[src/mtsd_pkg.sv]
package mtsd_pkg;
    // Status register field positions
    localparam int MODE_LSB   = 0;
    localparam int MODE_W     = 5;
    localparam int IRQ_DIS    = 7;
    localparam int FLAG_V     = 28;
    localparam int FLAG_C     = 29;
    localparam int FLAG_Z     = 30;
    localparam int FLAG_N     = 31;
    localparam logic [4:0] MODE_SVC = 5'h13;
    localparam logic [4:0] MODE_USR = 5'h10;
    // Reset values
    localparam logic [31:0] STATUS_RST = 32'h000000D3;
    localparam logic [31:0] PC_RST     = 32'h00000000;
    // Trap vectors
    localparam logic [31:0] VEC_UNDEF  = 32'h00000004;
    localparam logic [31:0] VEC_TRAP   = 32'h00000008;
    localparam logic [31:0] VEC_DABT   = 32'h00000010;
    localparam logic [31:0] WORD_STEP  = 32'h00000004;
    // Instruction field positions
    localparam int COND_LSB   = 28;
    localparam int BIT_P      = 24;
    localparam int BIT_U      = 23;
    localparam int BIT_B      = 22;
    localparam int BIT_L      = 20;
    localparam int RN_LSB     = 16;
    localparam int RD_LSB     = 12;
    localparam int RM_LSB     = 0;
    localparam int CMT_W      = 24;
    // Cycle costs in S, N, I cycles
    localparam int SWAP_CYC   = 4;
    localparam int TRAP_CYC   = 3;
    // Instruction classes
    typedef enum logic [2:0] {
        MTSD_CLS_NONE, MTSD_CLS_MULTI, MTSD_CLS_SWAP,
        MTSD_CLS_TRAP, MTSD_CLS_COPROC, MTSD_CLS_RETURN
    } mtsd_cls_t;
endpackage
[src/mtsd_bus_if.sv]
`timescale 1ns/1ns
`default_nettype none
interface mtsd_bus_if;
    logic [31:0] instr;
    logic [31:0] flags;
    logic        pass;
    logic [2:0]  cls;
    logic        is_load;
    logic        pre;
    logic        up;
    modport dec (input instr, input flags, output pass, output cls,
                 output is_load, output pre, output up);
    modport core (output instr, output flags, input pass, input cls,
                  input is_load, input pre, input up);
endinterface
`default_nettype wire

[src/mtsd_core.sv]
`timescale 1ns/1ns
`default_nettype none
// How it works
// - Block transfers decode load, pre-index and up bits from the instruction.
// - Full stack means pre-index on store; empty stack the opposite.
// - Ascending stores go up, loads down; descending the reverse.
// - Every instruction here runs only when its condition passes.
// - Swap is a read then write, never split by an interrupt.
// - Swap reads at base, writes source there, old data to destination.
// - Same source and destination register still ends with old memory.
// - Lock stays high across both swap accesses.
// - Byte-select picks byte or word; lanes follow endian setting.
// - Abort on swap read, write or both takes the data abort trap.
// - Swap costs one S, two N and one I cycle.
// - Software trap enters supervisor, saves status, jumps to 0x08.
// - Supervisor link gets the address after the trapping instruction.
// - Flag-setting move of link into PC returns and restores status.
// - Low 24 bits of a software trap are ignored.
// - Software trap costs two S and one N cycle.
// - Coprocessor data op is not waited on; it is flagged on coproc_issue_o and traps undefined.
// - With no coprocessor every coprocessor instruction traps undefined.
module mtsd_core
    import mtsd_pkg::*;
(
    // Clock and reset
    input  wire logic        clk_i,
    input  wire logic        rst_i,
    // Instruction issue
    input  wire logic        instr_valid_i,
    input  wire logic [31:0] instr_i,
    input  wire logic [31:0] instr_addr_i,
    input  wire logic        big_endian_i,
    input  wire logic        irq_i,
    output logic             instr_ready_o,
    // Register file read/write
    output logic [3:0]       rf_raddr_a_o,
    output logic [3:0]       rf_raddr_b_o,
    input  wire logic [31:0] rf_rdata_a_i,
    input  wire logic [31:0] rf_rdata_b_i,
    output logic             rf_we_o,
    output logic [3:0]       rf_waddr_o,
    output logic [31:0]      rf_wdata_o,
    // Memory bus
    output logic             mem_req_o,
    output logic             mem_we_o,
    output logic             mem_byte_o,
    output logic [31:0]      mem_addr_o,
    output logic [31:0]      mem_wdata_o,
    output logic             mem_lock_o,
    input  wire logic [31:0] mem_rdata_i,
    input  wire logic        mem_abort_i,
    // Multiple transfer decode
    output logic             multi_valid_o,
    output logic             multi_load_o,
    output logic             multi_pre_o,
    output logic             multi_up_o,
    // Processor state
    output logic [31:0]      pc_o,
    output logic [31:0]      status_o,
    output logic [31:0]      saved_status_o,
    output logic [31:0]      link_o,
    output logic             irq_taken_o,
    output logic             coproc_issue_o
);
    typedef enum logic [2:0] {
        MTSD_IDLE, MTSD_SW_READ, MTSD_SW_WRITE, MTSD_SW_INT,
        MTSD_TRAP_S1, MTSD_TRAP_S2
    } mtsd_state_t;

    mtsd_state_t  state;
    mtsd_bus_if   dbus ();
    logic [31:0]  pc;
    logic [31:0]  status;
    logic [31:0]  saved_status;
    logic [31:0]  link;
    logic [31:0]  swap_addr;
    logic [31:0]  swap_src;
    logic [31:0]  swap_old;
    logic [3:0]   swap_dest;
    logic         swap_byte;
    logic         swap_abort;
    logic [1:0]   lane;
    logic         take;
    logic         irq_s1;
    logic         irq_s2;
    logic         irq_s3;
    logic         irq_lvl;
    logic [31:0]  rd_byte;
    logic [31:0]  next_pc;

    assign dbus.instr  = instr_i;
    assign dbus.flags  = status;

    mtsd_decode u_dec (
        .d (dbus.dec)
    );

    // Interrupt pin synchroniser
    always_ff @(posedge clk_i) begin
        if (rst_i) begin
            irq_s1 <= 1'b0;
            irq_s2 <= 1'b0;
            irq_s3 <= 1'b0;
            irq_lvl <= 1'b0;
        end else begin
            irq_s1 <= irq_i;
            irq_s2 <= irq_s1;
            irq_s3 <= irq_s2;
            if (irq_s2 == irq_s3) begin
                irq_lvl <= irq_s3;
            end
        end
    end

    assign instr_ready_o = (state == MTSD_IDLE);
    assign take          = instr_valid_i && instr_ready_o;
    assign next_pc       = instr_addr_i + WORD_STEP;

    assign multi_valid_o = take && dbus.pass
                           && dbus.cls == MTSD_CLS_MULTI;
    assign multi_load_o  = dbus.is_load;
    assign multi_pre_o   = dbus.pre;
    assign multi_up_o    = dbus.up;

    // Register file reads
    always_comb begin
        rf_raddr_a_o = instr_i[RN_LSB +: 4];
        rf_raddr_b_o = instr_i[RM_LSB +: 4];
    end

    assign lane = big_endian_i ? ~swap_addr[1:0] : swap_addr[1:0];
    always_comb begin
        rd_byte = {24'h000000, mem_rdata_i[{lane, 3'h0} +: 8]};
    end

    // Swap and trap sequencer
    always_ff @(posedge clk_i) begin
        if (rst_i) begin
            state <= MTSD_IDLE;
        end else begin
            case (state)
                MTSD_IDLE: begin
                    if (take && dbus.pass && dbus.cls == MTSD_CLS_SWAP) begin
                        state <= MTSD_SW_READ;
                    end else if (take && dbus.pass
                                 && dbus.cls == MTSD_CLS_TRAP) begin
                        state <= MTSD_TRAP_S1;
                    end
                end
                // N read, N write, I, then S
                MTSD_SW_READ:  state <= MTSD_SW_WRITE;
                MTSD_SW_WRITE: state <= MTSD_SW_INT;
                MTSD_SW_INT:   state <= MTSD_IDLE;
                MTSD_TRAP_S1:  state <= MTSD_TRAP_S2;
                MTSD_TRAP_S2:  state <= MTSD_IDLE;
                default:       state <= MTSD_IDLE;
            endcase
        end
    end

    // Swap operand capture
    always_ff @(posedge clk_i) begin
        if (rst_i) begin
            swap_addr  <= 32'h00000000;
            swap_src   <= 32'h00000000;
            swap_old   <= 32'h00000000;
            swap_dest  <= 4'h0;
            swap_byte  <= 1'b0;
            swap_abort <= 1'b0;
        end else begin
            if (state == MTSD_IDLE) begin
                swap_addr  <= rf_rdata_a_i;
                swap_src   <= rf_rdata_b_i;
                swap_dest  <= instr_i[RD_LSB +: 4];
                swap_byte  <= instr_i[BIT_B];
                swap_abort <= 1'b0;
            end
            if (state == MTSD_SW_READ) begin
                // old value held apart from source
                swap_old <= swap_byte ? rd_byte : mem_rdata_i;
            end
            if ((state == MTSD_SW_READ || state == MTSD_SW_WRITE)
                && mem_abort_i) begin
                swap_abort <= 1'b1;
            end
        end
    end

    // Memory bus drive
    always_ff @(posedge clk_i) begin
        if (rst_i) begin
            mem_req_o   <= 1'b0;
            mem_we_o    <= 1'b0;
            mem_byte_o  <= 1'b0;
            mem_addr_o  <= 32'h00000000;
            mem_wdata_o <= 32'h00000000;
            mem_lock_o  <= 1'b0;
        end else begin
            mem_req_o  <= 1'b0;
            mem_we_o   <= 1'b0;
            mem_lock_o <= 1'b0;
            if (state == MTSD_IDLE && take && dbus.pass
                && dbus.cls == MTSD_CLS_SWAP) begin
                mem_req_o  <= 1'b1;
                mem_lock_o <= 1'b1;
                mem_addr_o <= rf_rdata_a_i;
                mem_byte_o <= instr_i[BIT_B];
            end else if (state == MTSD_SW_READ) begin
                mem_req_o   <= 1'b1;
                mem_we_o    <= 1'b1;
                mem_lock_o  <= 1'b1;
                mem_wdata_o <= swap_byte ? {4{swap_src[7:0]}} : swap_src;
            end
        end
    end

    // Destination register write
    always_ff @(posedge clk_i) begin
        if (rst_i) begin
            rf_we_o    <= 1'b0;
            rf_waddr_o <= 4'h0;
            rf_wdata_o <= 32'h00000000;
        end else begin
            rf_we_o <= 1'b0;
            if (state == MTSD_SW_INT && !swap_abort) begin
                rf_we_o    <= 1'b1;
                rf_waddr_o <= swap_dest;
                rf_wdata_o <= swap_old;
            end
        end
    end

    // Program counter, status, banked registers
    always_ff @(posedge clk_i) begin
        if (rst_i) begin
            pc           <= PC_RST;
            status       <= STATUS_RST;
            saved_status <= 32'h00000000;
            link         <= 32'h00000000;
            irq_taken_o  <= 1'b0;
        end else begin
            irq_taken_o <= 1'b0;
            if (take) begin
                pc <= next_pc;
                if (dbus.pass) begin
                    case (dbus.cls)
                        MTSD_CLS_TRAP: begin
                            saved_status <= status;
                            status[MODE_LSB +: MODE_W] <= MODE_SVC;
                            status[IRQ_DIS] <= 1'b1;
                            link <= next_pc;
                            pc   <= VEC_TRAP;
                        end
                        MTSD_CLS_COPROC: begin
                            saved_status <= status;
                            status[MODE_LSB +: MODE_W] <= MODE_SVC;
                            status[IRQ_DIS] <= 1'b1;
                            link <= next_pc;
                            pc   <= VEC_UNDEF;
                        end
                        MTSD_CLS_RETURN: begin
                            pc     <= link;
                            status <= saved_status;
                        end
                        default: begin
                        end
                    endcase
                end else if (irq_lvl && !status[IRQ_DIS]) begin
                    irq_taken_o <= 1'b1;
                end
            end else if (state == MTSD_SW_INT && swap_abort) begin
                saved_status <= status;
                status[MODE_LSB +: MODE_W] <= MODE_SVC;
                status[IRQ_DIS] <= 1'b1;
                pc <= VEC_DABT;
            end
        end
    end

    assign coproc_issue_o = take && dbus.pass && dbus.cls == MTSD_CLS_COPROC;

    assign pc_o           = pc;
    assign status_o       = status;
    assign saved_status_o = saved_status;
    assign link_o         = link;
endmodule
`default_nettype wire

[src/mtsd_decode.sv]
`timescale 1ns/1ns
`default_nettype none
module mtsd_decode
    import mtsd_pkg::*;
(
    mtsd_bus_if.dec d
);
    logic       n, z, c, v;
    logic [3:0] cond;
    assign n = d.flags[FLAG_N];
    assign z = d.flags[FLAG_Z];
    assign c = d.flags[FLAG_C];
    assign v = d.flags[FLAG_V];
    assign cond = d.instr[31:28];

    always_comb begin
        case (cond)
            4'h0:    d.pass = z;
            4'h1:    d.pass = !z;
            4'h2:    d.pass = c;
            4'h3:    d.pass = !c;
            4'h4:    d.pass = n;
            4'h5:    d.pass = !n;
            4'h6:    d.pass = v;
            4'h7:    d.pass = !v;
            4'h8:    d.pass = c && !z;
            4'h9:    d.pass = !c || z;
            4'hA:    d.pass = n == v;
            4'hB:    d.pass = n != v;
            4'hC:    d.pass = !z && (n == v);
            4'hD:    d.pass = z || (n != v);
            4'hE:    d.pass = 1'b1;
            default: d.pass = 1'b0;
        endcase
    end

    // Class decode
    always_comb begin
        d.cls = MTSD_CLS_NONE;
        if (d.instr[27:25] == 3'h4) begin
            d.cls = MTSD_CLS_MULTI;
        end else if (d.instr[27:23] == 5'h02 && d.instr[21:20] == 2'h0
                     && d.instr[11:4] == 8'h09) begin
            d.cls = MTSD_CLS_SWAP;
        end else if (d.instr[27:24] == 4'hF) begin
            d.cls = MTSD_CLS_TRAP;
        end else if (d.instr[27:26] == 2'h3) begin
            d.cls = MTSD_CLS_COPROC;
        end else if (d.instr[27:20] == 8'h1B && d.instr[15:12] == 4'hF
                     && d.instr[11:0] == 12'h00E) begin
            d.cls = MTSD_CLS_RETURN;
        end
    end

    assign d.is_load = d.instr[BIT_L];
    assign d.pre = d.instr[BIT_P];
    assign d.up = d.instr[BIT_U];
endmodule
`default_nettype wire

[config.mk]
export PLATFORM = sky130hd
export DESIGN_NAME = mtsd_core
export DESIGN_NICKNAME = d
export VERILOG_FILES = /design/src/mtsd_pkg.sv /design/src/mtsd_bus_if.sv /design/src/mtsd_core.sv /design/src/mtsd_decode.sv
export SDC_FILE = /design/constraint.sdc
export NUM_CORES = 1
export LEC_CHECK = 0
export BUFFER_PORTS_ARGS = -buffer_cell sky130_fd_sc_hd__buf_2
export CAP_MARGIN = 25
export CORE_MARGIN = 3
export CORE_UTILIZATION = 45
export CTS_BUF_LIST = sky130_fd_sc_hd__clkbuf_4 sky130_fd_sc_hd__clkbuf_8 sky130_fd_sc_hd__clkbuf_16
export DETAILED_ROUTE_END_ITERATION = 8
export PLACE_DENSITY = 0.72
export REMOVE_ABC_BUFFERS = 1
export SLEW_MARGIN = 25
export SYNTH_ARGS = -nofsm -noshare
export SYNTH_HDL_FRONTEND = slang
export SYNTH_SLANG_ARGS = --single-unit
[constraint.sdc]
create_clock -name clk_i -period 4.8 [get_ports clk_i]
set_input_delay 0.48 -clock clk_i [delete_from_list [all_inputs] [get_ports clk_i]]
set_output_delay 0.48 -clock clk_i [all_outputs]
set_load 0.01 [all_outputs]
Word level (Yosys, flattened, before mapping):

Index checks and enable logic that the tools add are counted.

* register bits after elaboration: 312
* bits of input ports: 166
* output and inout bits: 248
* logic and storage cells: 143

* $add $sub $neg: 1
* equal/unequal tests: 38
* shift operators: 1
* muxes and demuxes: 34
* bitwise logic cells: 3
* reductions and logical operators: 41

Operator list (count)
* 2-to-1 mux 32 bit: 9
* one-hot mux 32 bit (3 select lines): 1
* equality test 4 bit, second input constant: 9
* adder 32 x 3 -> 32 bit, second input constant: 1
* indexed part select 32 x 6 -> 8 bit: 1
* 2-to-1 mux 3 bit: 7
* logical AND 1 bit: 19
* equality test 4 x 3 -> 1 bit, second input constant: 4
* one-hot mux 1 bit (15 select lines): 1
* equality test 12 x 4 -> 1 bit, second input constant: 1
* equality test 3 x 2 -> 1 bit, second input constant: 4
* equality test 3 bit, second input constant: 4
* one-hot mux 3 bit (4 select lines): 1
* AND reduction 3 bit: 4
* 2-to-1 mux 5 bit: 2
* one-hot mux 5 bit (2 select lines): 1
* equality test 4 x 2 -> 1 bit, second input constant: 2
* equality test 8 x 4 -> 1 bit, second input constant: 1
* equality test 8 x 5 -> 1 bit, second input constant: 1
* 2-to-1 mux 1 bit: 8
* 2-to-1 mux 8 bit: 1
* equality test 3 x 1 -> 1 bit, second input constant: 2
* logical NOT 1 bit: 6
* equality test 5 x 2 -> 1 bit, second input constant: 1
* other kinds (19): 27

Longest topological paths before layout:

Gate-level depths: netlist (run 1).

* depth after elaboration: 13
* depth in mapped cells: 11
* mapped depth without buffers: 8

Hierarchy:

Synthesis (run 1) repeated with hierarchy kept, for this count alone.

* cell total of the unflattened synthesis: 1485
* area total of the unflattened synthesis: 12568.3 µm²

Modules (own cells, without submodules)
* mtsd_core: instances 1, cells each 1435, area each 12249.2 µm², sequential area each 6246.0 µm²
* mtsd_decode: instances 1, cells each 50, area each 319.1 µm², sequential area each 0.0 µm²

Least setup slack after synthesis (run 1):

No wires, ideal clock.

* path kind: in2out
* from: in instr_i[30]
* to: out multi_valid_o
* arrival time: 1909 ps
* data required time: 4320 ps
* slack: 2411 ps
* cell stages on the path: 6
* buffers on the path: 1
* cells stage by stage: buf_2 -> nand3b_1 -> o2bb2ai_1 -> mux2i_2 -> nand3_1 -> and4_1

* longest elaborated chain between the ends: 4

RTL lines
* start, declared: line mtsd_core.sv:30 `input wire logic [31:0] instr_i,`
* equality test 4 bit (tied with other cells): line mtsd_decode.sv:17 `case (cond)`
* one-hot mux 1 bit (15 select lines) (*): line mtsd_decode.sv:17
* logical AND 1 bit (*): line mtsd_core.sv:119 `assign multi_valid_o = take && dbus.pass`
* logical AND 1 bit (*): line mtsd_core.sv:120 `&& dbus.cls == MTSD_CLS_MULTI;`
* end, declared: line mtsd_core.sv:53 `output logic multi_valid_o,`

Mark *: on every way between the ends. The rest lies on a longest branch, timed or not.

Worst setup path in the final report (run 1):

* from: reg state[0]
* to: out multi_valid_o

* longest elaborated chain between the ends: 4

RTL lines
* start, declared: line mtsd_core.sv:70 `mtsd_state_t state;`
* start signal, assigned: line mtsd_core.sv:139 `state <= MTSD_IDLE;`
* start signal, assigned: line mtsd_core.sv:144 `state <= MTSD_SW_READ;`
* start signal, assigned: line mtsd_core.sv:147 `state <= MTSD_TRAP_S1;`
* logical NOT 3 bit: line mtsd_core.sv:115 `assign instr_ready_o = (state == MTSD_IDLE);`
* logical AND 1 bit: line mtsd_core.sv:116 `assign take = instr_valid_i && instr_ready_o;`
* logical AND 1 bit: line mtsd_core.sv:119
* logical AND 1 bit: line mtsd_core.sv:120

Every way passes these cells.

==> parameters.txt, run 1 <==
Parameter                              Value

Global route
  Wire length of the first global-routing pass    59.0 mm
  Total global routing track utilization    0.230
  Maximum number of pins on one net before global-route repair    146
  Sum of overflow across all layers after global routing    0
  Via count of the first global-routing pass    11,100
  Number of antenna violations at the first check in global routing    2

Worst setup path
  Dominant cell type by count on the critical path    buf_4
  Maximum fanout encountered on the critical timing path    42
  Critical path data required time    4320 ps
  Kind of capture point of the worst setup path    output port
  CP Data Arrival Time    2930 ps
  Critical Setup Path Class    flip-flop to output port
  Cell family with most CP delay    buffers and inverters
  CP Launch Type    flip-flop
  Stage delay of the slowest cell on the critical path    410 ps
  Total buffers and inverters traversed by the critical path    5
  Cells traversed along the worst timing path    nor2_1 > nand2_1 > buf_4 > inv_2 > buf_4 > and2_1 > buf_4 > and4_1 > buf_2
  CP max-delay cell    buf_4

Timing
  Post-Route Hold Slack    207 ps
  Post-Route Setup TNS    0 ps
  Setup violators final    0
  Max Clk Rate    a little under 0.3 GHz
  Share of the cycle needed by the critical path after routing    0.711
  Slew at the pin with the worst max-slew slack    1050 ps
  Worst rel slew slack    0.297
  Tmin final    3410 ps
  Setup repair after global routing missed its margin    false
  Pins Over Slew Limit    0
  Hold Fails Final Rpt    0
  Clock skew after layout    11.2 ps

Clocking
  Clock Pin Slew Worst Setup and Hold Paths    60 ps
  Maximum root-to-sink buffer count    3
  Number of levels the H-tree was split into    2
  Number of instances resized during post-cts repair    0
  Clk sink count    312
  Latest clock arrival within the worst-skew pair    about 510 ps
  Total of hold buffers inserted after clock tree synthesis    0
  Root cell of the clock tree    clkbuf_16
  CTS tree    done
  Post CTS Setup Buffer Count    0
  TritonCTS Buffers    35

Place
  Number of port buffers    405
  Placed Cells    approximately 2,100
  Final HPWL from detailed placement    between 20 and 30 mm
  Final RePlAce weighted congestion    between 0.8 and 0.9

Yosys
  Average size of a mapped cell    9.02 um^2
  Synth warnings    0
  Most common flop cell mapped by yosys    dfxtp_1
  Cells after Synth    1,457
  Unique masters post-synth    67
  Fraction of registers with async set/reset    0
  Number of synthesized register bits    312
  Number of synthesized flops with an enable pin    0
  Proportion of synthesized chip area in sequential cells    0.475
  Netlist area before placement    approximately 0.013 mm^2

Detailed routing
  Sum of routed wire segments on met1    15.4 mm
  Met3 Wirelength    2.81 mm
  Routed wire length on met2    approximately 18 mm
  Total DRC errors in the routed layout    0
  Detailed-route wire length    37.8 mm
  First-pass DRT Iterations    6
  Top layer in use    met4
  Number of nets still failing antenna checks after routing    0
  Detailed Route Iter0 Violations    approximately 660
  Average detailed-routed wire length per instance    around 17 um
  Via count of the routed design    roughly 12,000
  Vias per std cell    around 5.3

Die
  Std-Cell Rows    61
  I/O pin total    414
  Core Footprint    0.0282 mm^2
  Starting utilization of the core area    0.465
  Die width    177 um
  Floorplan die area    approximately 0.031 mm^2
  Die Height    around 180 um

Status
  Result of the run    complete, no violations

Pwr
  Leakage power summed over all cells    7.37 nW
  Maximum VDD drop    about 0.21 mV
  Final Total Pwr    between 6 and 7 mW
  Power density over cell area    about 370 mW/mm^2

Cells and area
  Final cell utilization of the core    0.586
  Commonest cells after routing, fill and taps aside    buf_2 (404), dfxtp_1 (311), nand2_1 (230), mux2i_1 (146), nor2_1 (139)
  Post-synthesis to final-layout area growth    25.9%
  Number of fill cells in the layout    approximately 2,500
  Layout cell share with drive strength beyond 1    0.281
  Final non-filler cell total    2,205
  Leading cell type in the layout, fill and taps excluded    buf_2
  Total Nets Final    1,966

Worst hold path
  Type of the worst min-delay path    primary input to flip-flop

Flow run
  Max-Cap Viols    0
-- routing by layer --
layer	vias to the layer above	GRT usage
met4	0	0.0779
met3	82	0.0526
met2	406	0.390
met5	-	0
li1	5718	-
met1	5566	0.289
-- final timing paths --
kind	cells past startpoint	endpoint	from	slack (ps)
worst max register to register	10	pc_o[30]	state[0]	1670
worst min-delay path	3	mem_addr_o[2]	rf_rdata_a_i[2]	210
worst min register to register	1	irq_s2	irq_s1	440
worst max-delay path	9	multi_valid_o	state[0]	1390
-- where the power goes --
group          internal, mW  total, mW  switching (mW)
Sequential             2.66       2.70          0.0479
Clock                  1.81       2.89            1.08
Combinational         0.216      0.510           0.294
-- cell families (layout without fill, tap and decap cells) --
logic type,after synthesis,count (layout),share of synthesized area
AND/OR/NAND/NOR,584,584,0.212
flip-flops,312,312,0.475
buffers and inverters,125,493,0.0450
AO/OA/AOI/OAI,246,246,0.118
multiplexers,157,157,0.128
XOR/XNOR,32,32,0.0213
adder cells (fa/ha/maj),1,1,0.000952
other,0,2,0
-- sequential cells by signal (all words and copies together) (netlist names), 2 cells and up --
name and count:
link_o 32, mem_addr_o 32, mem_wdata_o 32, pc_o 32, rf_wdata_o 32, saved_status_o 32
status_o 32, swap_old 32, swap_src 32, rf_waddr_o 4, swap_dest 4, state 3
swap_addr 2
-- cells in the mapped netlist, types with 5 or more instances --
cell,number,area share
dfxtp_1,312,0.48
nand2_1,230,0.066
mux2i_1,146,0.11
nor2_1,139,0.040
a21oi_1,137,0.052
clkbuf_1,79,0.023
nand2b_1,79,0.038
a211oi_1,40,0.023
nand3b_1,29,0.017
nand3_1,27,0.010
buf_4,24,0.014
xor2_1,17,0.011
xnor2_1,15,0.010
nor3_1,13,0.0050
o21ai_0,11,0.0042
nor4_1,9,0.0043
a22oi_1,8,0.0046
mux4_2,8,0.014
nand4_1,8,0.0038
buf_2,7,0.0027
inv_1,7,0.0020
nor2b_1,7,0.0033
a222oi_1,6,0.0046
and3_1,6,0.0029
o221ai_1,6,0.0040
a21o_1,5,0.0029
buf_1,5,0.0014
or3_1,5,0.0024
or4_1,5,0.0029
-- layout make-up --
cell class / count / area [um^2] / share of cell area
Multi-Input combinational cell: 1020 / 6350 / 0.384
Sequential cell: 312 / 6250 / 0.378
Timing Repair Buffer: 422 / 2180 / 0.132
Clock buffer: 47 / 1010 / 0.0609
Tap cell: 378 / 473 / 0.0286
Clock inverter: 16 / 253 / 0.0153
Inverter: 8 / 30.0 / 0.00181
Antenna cell: 2 / 5.00 / 0.000302
-- stage by stage --
stage          instance area (um^2)  worst slack (ps)
6_report                      16500              1390
5_1_grt                       16500              1150
4_1_cts                       16500              1360
3_5_place_dp                  15300              1510
3_3_place_gp                  15300              1540
2_1_floorplan                 12600              -683
-- worst reg2reg max path: cells and delay by family, from the launching register on --
kind	cells	cell delay [ps]
and+or+nand+nor	5	1300
buffers and inverters	4	1150
DFF	1	370
AOI/OAI and AO/OA	1	210
(Power assumes the default switching activity.)
==> run 2: changes to the inputs <==
Settings changed: PLACE_DENSITY 0.72 to 0.75.
Clock period 4.8 ns to 3.08 ns, I/O delays scaled along.
==> run 2 against run 1 <==
Against the previous run:
- die area is the same
- wire length shrank 0.37%
- combinational power grew 59%
- clock skew grew 1.8 ps
- cell count grew 0.36%
- clock power grew 42%
- first-iteration DRC count grew 13%
==> parameters.txt, run 2 (synthesis results as in run 1) <==
Parameter                              Value

Worst setup path
  Stage delay of the slowest cell on the critical path    450 ps (was 410 ps)
  Maximum fanout encountered on the critical timing path    9 (was 42)
  CP Data Arrival Time    2530 ps (was 2930 ps)
  Cell family with most CP delay    simple AND/OR/NAND/NOR gates (was buffers and inverters)
  Critical Setup Path Class    flip-flop to output port (unchanged)
  Depth of the worst register-to-register path    7 (was 10)
  Kind of capture point of the worst setup path    output port (unchanged)
  End of the critical path    multi_valid_o (unchanged)
  R2R setup slack    250 ps (was 1670 ps)
  CP max-delay cell    dfxtp_1 (was buf_4)
  Cells traversed along the worst timing path    xor2_1 > o2bb2ai_1 > mux2i_2 > buf_4 > nand3_2 > and4_1 > buf_2 (was nor2_1 > nand2_1 > buf_4 > inv_2 > buf_4 > and2_1 > buf_4 > and4_1 > buf_2)
  Capture point of the worst reg-to-reg path    link_o[26] (was pc_o[30])
  Total buffers and inverters traversed by the critical path    2 (was 5)
  CP Launch Type    flip-flop (unchanged)
  Instance count on the critical path    7 (was 9)
  Critical Path Start    status_o[31] (was state[0])
  Critical path data required time    2770 ps (was 4320 ps)
  Critical register-to-register path startpoint    status_o[31] (was state[0])

Detailed routing
  Total DRC errors in the routed layout    0 (unchanged)
  Detailed-route wire length    37.7 mm (was 37.8 mm)
  Via count of the routed design    11,800 (about the same)
  First-pass DRT Iterations    5 (was 6)
  Detailed Route Iter0 Violations    742 (was 658)
  Vias per std cell    5.34 (about the same)
  Number of nets still failing antenna checks after routing    0 (unchanged)
  Average detailed-routed wire length per instance    17.0 um (was 17.2 um)

Worst hold path
  Type of the worst min-delay path    primary input to flip-flop (unchanged)

Cells and area
  Total Nets Final    1,975 (was 1,966)
  Number of fill cells in the layout    2,511 (was 2,529)
  Post-synthesis to final-layout area growth    26.3% (was 25.9%)
  Leading cell type in the layout, fill and taps excluded    buf_2 (unchanged)
  Layout cell share with drive strength beyond 1    0.285 (was 0.281)
  Layout Cell Area excl Fill    0.0166 mm^2 (was 0.0165 mm^2)
  Final non-filler cell total    2,213 (was 2,205)
  Commonest cells after routing, fill and taps aside    buf_2 (404), dfxtp_1 (311), nand2_1 (230), mux2i_1 (146), nor2_1 (139) (unchanged)

Clocking
  Root cell of the clock tree    clkbuf_16 (unchanged)
  Total of hold buffers inserted after clock tree synthesis    0 (unchanged)
  Number of instances resized during post-cts repair    0 (unchanged)
  Number of levels the H-tree was split into    2 (unchanged)
  Clock Pin Slew Worst Setup and Hold Paths    60 ps (about the same)
  Latest clock arrival within the worst-skew pair    510 ps (about the same)
  Maximum root-to-sink buffer count    3 (unchanged)
  TritonCTS Buffers    35 (unchanged)
  Post CTS Setup Buffer Count    0 (unchanged)
  Clk sink count    312 (unchanged)
  CTS tree    done (unchanged)

Timing
  Slew at the pin with the worst max-slew slack    988 ps (was 1050 ps)
  Post-Route Setup TNS    0 ps (unchanged)
  Worst rel slew slack    0.341 (was 0.297)
  Share of the cycle needed by the critical path after routing    0.923
  Post-Route Hold Slack    29.1 ps (was 207 ps)
  Final worst setup slack    238 ps (was 1390 ps)
  Max Clk Rate    0.352 GHz
  Clock skew after layout    13.0 ps (was 11.2 ps)
  Hold Fails Final Rpt    0 (unchanged)
  Setup violators final    0 (unchanged)
  Pins Over Slew Limit    0 (unchanged)
  Tmin final    2840 ps
  Setup repair after global routing missed its margin    false (unchanged)

Place
  Cell area reported after detailed placement    0.0154 mm^2 (was 0.0153 mm^2)
  Dpl ws    293 ps (was 1510 ps)
  Placed Cells    2,148 (was 2,140)
  Final HPWL from detailed placement    26.2 mm (about the same)
  Number of port buffers    405 (unchanged)
  Final RePlAce weighted congestion    0.856 (was 0.864)

Die
  Core Footprint    0.0282 mm^2 (unchanged)
  Floorplan die area    0.0313 mm^2 (unchanged)
  Std-Cell Rows    61 (unchanged)
  Die Height    177 um (unchanged)
  Die width    177 um (unchanged)
  I/O pin total    414 (unchanged)
  Starting utilization of the core area    0.465 (unchanged)

Flow run
  Max-Cap Viols    0 (unchanged)

Global route
  Number of antenna violations at the first check in global routing    1 (was 2)
  Wire length of the first global-routing pass    59.0 mm (about the same)
  Maximum number of pins on one net before global-route repair    156 (was 146)
  Via count of the first global-routing pass    11,400 (was 11,100)
  Total global routing track utilization    0.230 (about the same)
  Sum of overflow across all layers after global routing    0 (unchanged)

Pwr
  Power density over cell area    551 mW/mm^2 (was 369 mW/mm^2)
  Leakage power summed over all cells    7.39 nW (was 7.37 nW)
  Maximum VDD drop    0.344 mV (was 0.209 mV)

Status
  Result of the run    complete, no violations (unchanged)
run 2: cell types whose count changed in the layout (fill, tap and decap cells not counted), moves of 2 or more:
cell        previous run  this run
clkbuf_4               7        11
clkinv_2               6         3
bufinv_16              6         0
buf_6                  0         2
clkinvlp_4             0         2
buf_12                 1         6
buf_4                 16        18
clkbuf_8               4         9
run 2: layout make-up:
class,instances,area (um^2),share of cell area
Multi-Input combinational cell,1020,6360,0.383
Sequential cell,312,6250,0.377
Timing Repair Buffer,431,2310,0.140
Clock buffer,56,1110,0.0668
Tap cell,378,473,0.0285
Clock inverter,7,55.1,0.00332
Inverter,8,30.0,0.00181
Antenna cell,1,2.50,0.000151
run 2: report_power, final:
group	total, mW	internal (mW)	switching (mW)
Combinational	0.813	0.351	0.462
Clock	4.11	2.48	1.63
Sequential	4.22	4.14	0.0763
run 2: worst min-delay path by stage:
stage                        from       endpoint  cells after the start
floorplan                   rst_i        irq_lvl                      1
global placement           irq_s1         irq_s2                      1
detailed placement  rf_waddr_o[0]  rf_waddr_o[0]                      2
CTS                         irq_i         irq_s1                      2
global route                irq_i         irq_s1                      2
finish                      irq_i         irq_s1                      2
run 2: through the flow:
| step | util | power, mW |
|---|---|---|
| floorplan | - | 4.69 |
| global placement | 0.545 | 5.09 |
| detailed placement | 0.545 | 5.11 |
| CTS | 0.587 | 9.22 |
| global route | 0.587 | 9.48 |
| finish | 0.587 | 9.14 |
run 2: worst reg2reg max path, delay by kind of cell, from the launching register on:
family          cells  cell delay [ps]
compound gates      2             1130
xor+xnor            1              110
buf+inv             1              520
flops               1              450
mux                 2              410
simple gates        1               70
run 2: metal layers:
metal	vias up	routed length, um	global-route usage
li1	5744	-	-
met1	5622	15200	0.278
met2	395	18700	0.403
met3	59	2810	0.0538
met4	0	1030	0.0756
met5	-	0	0
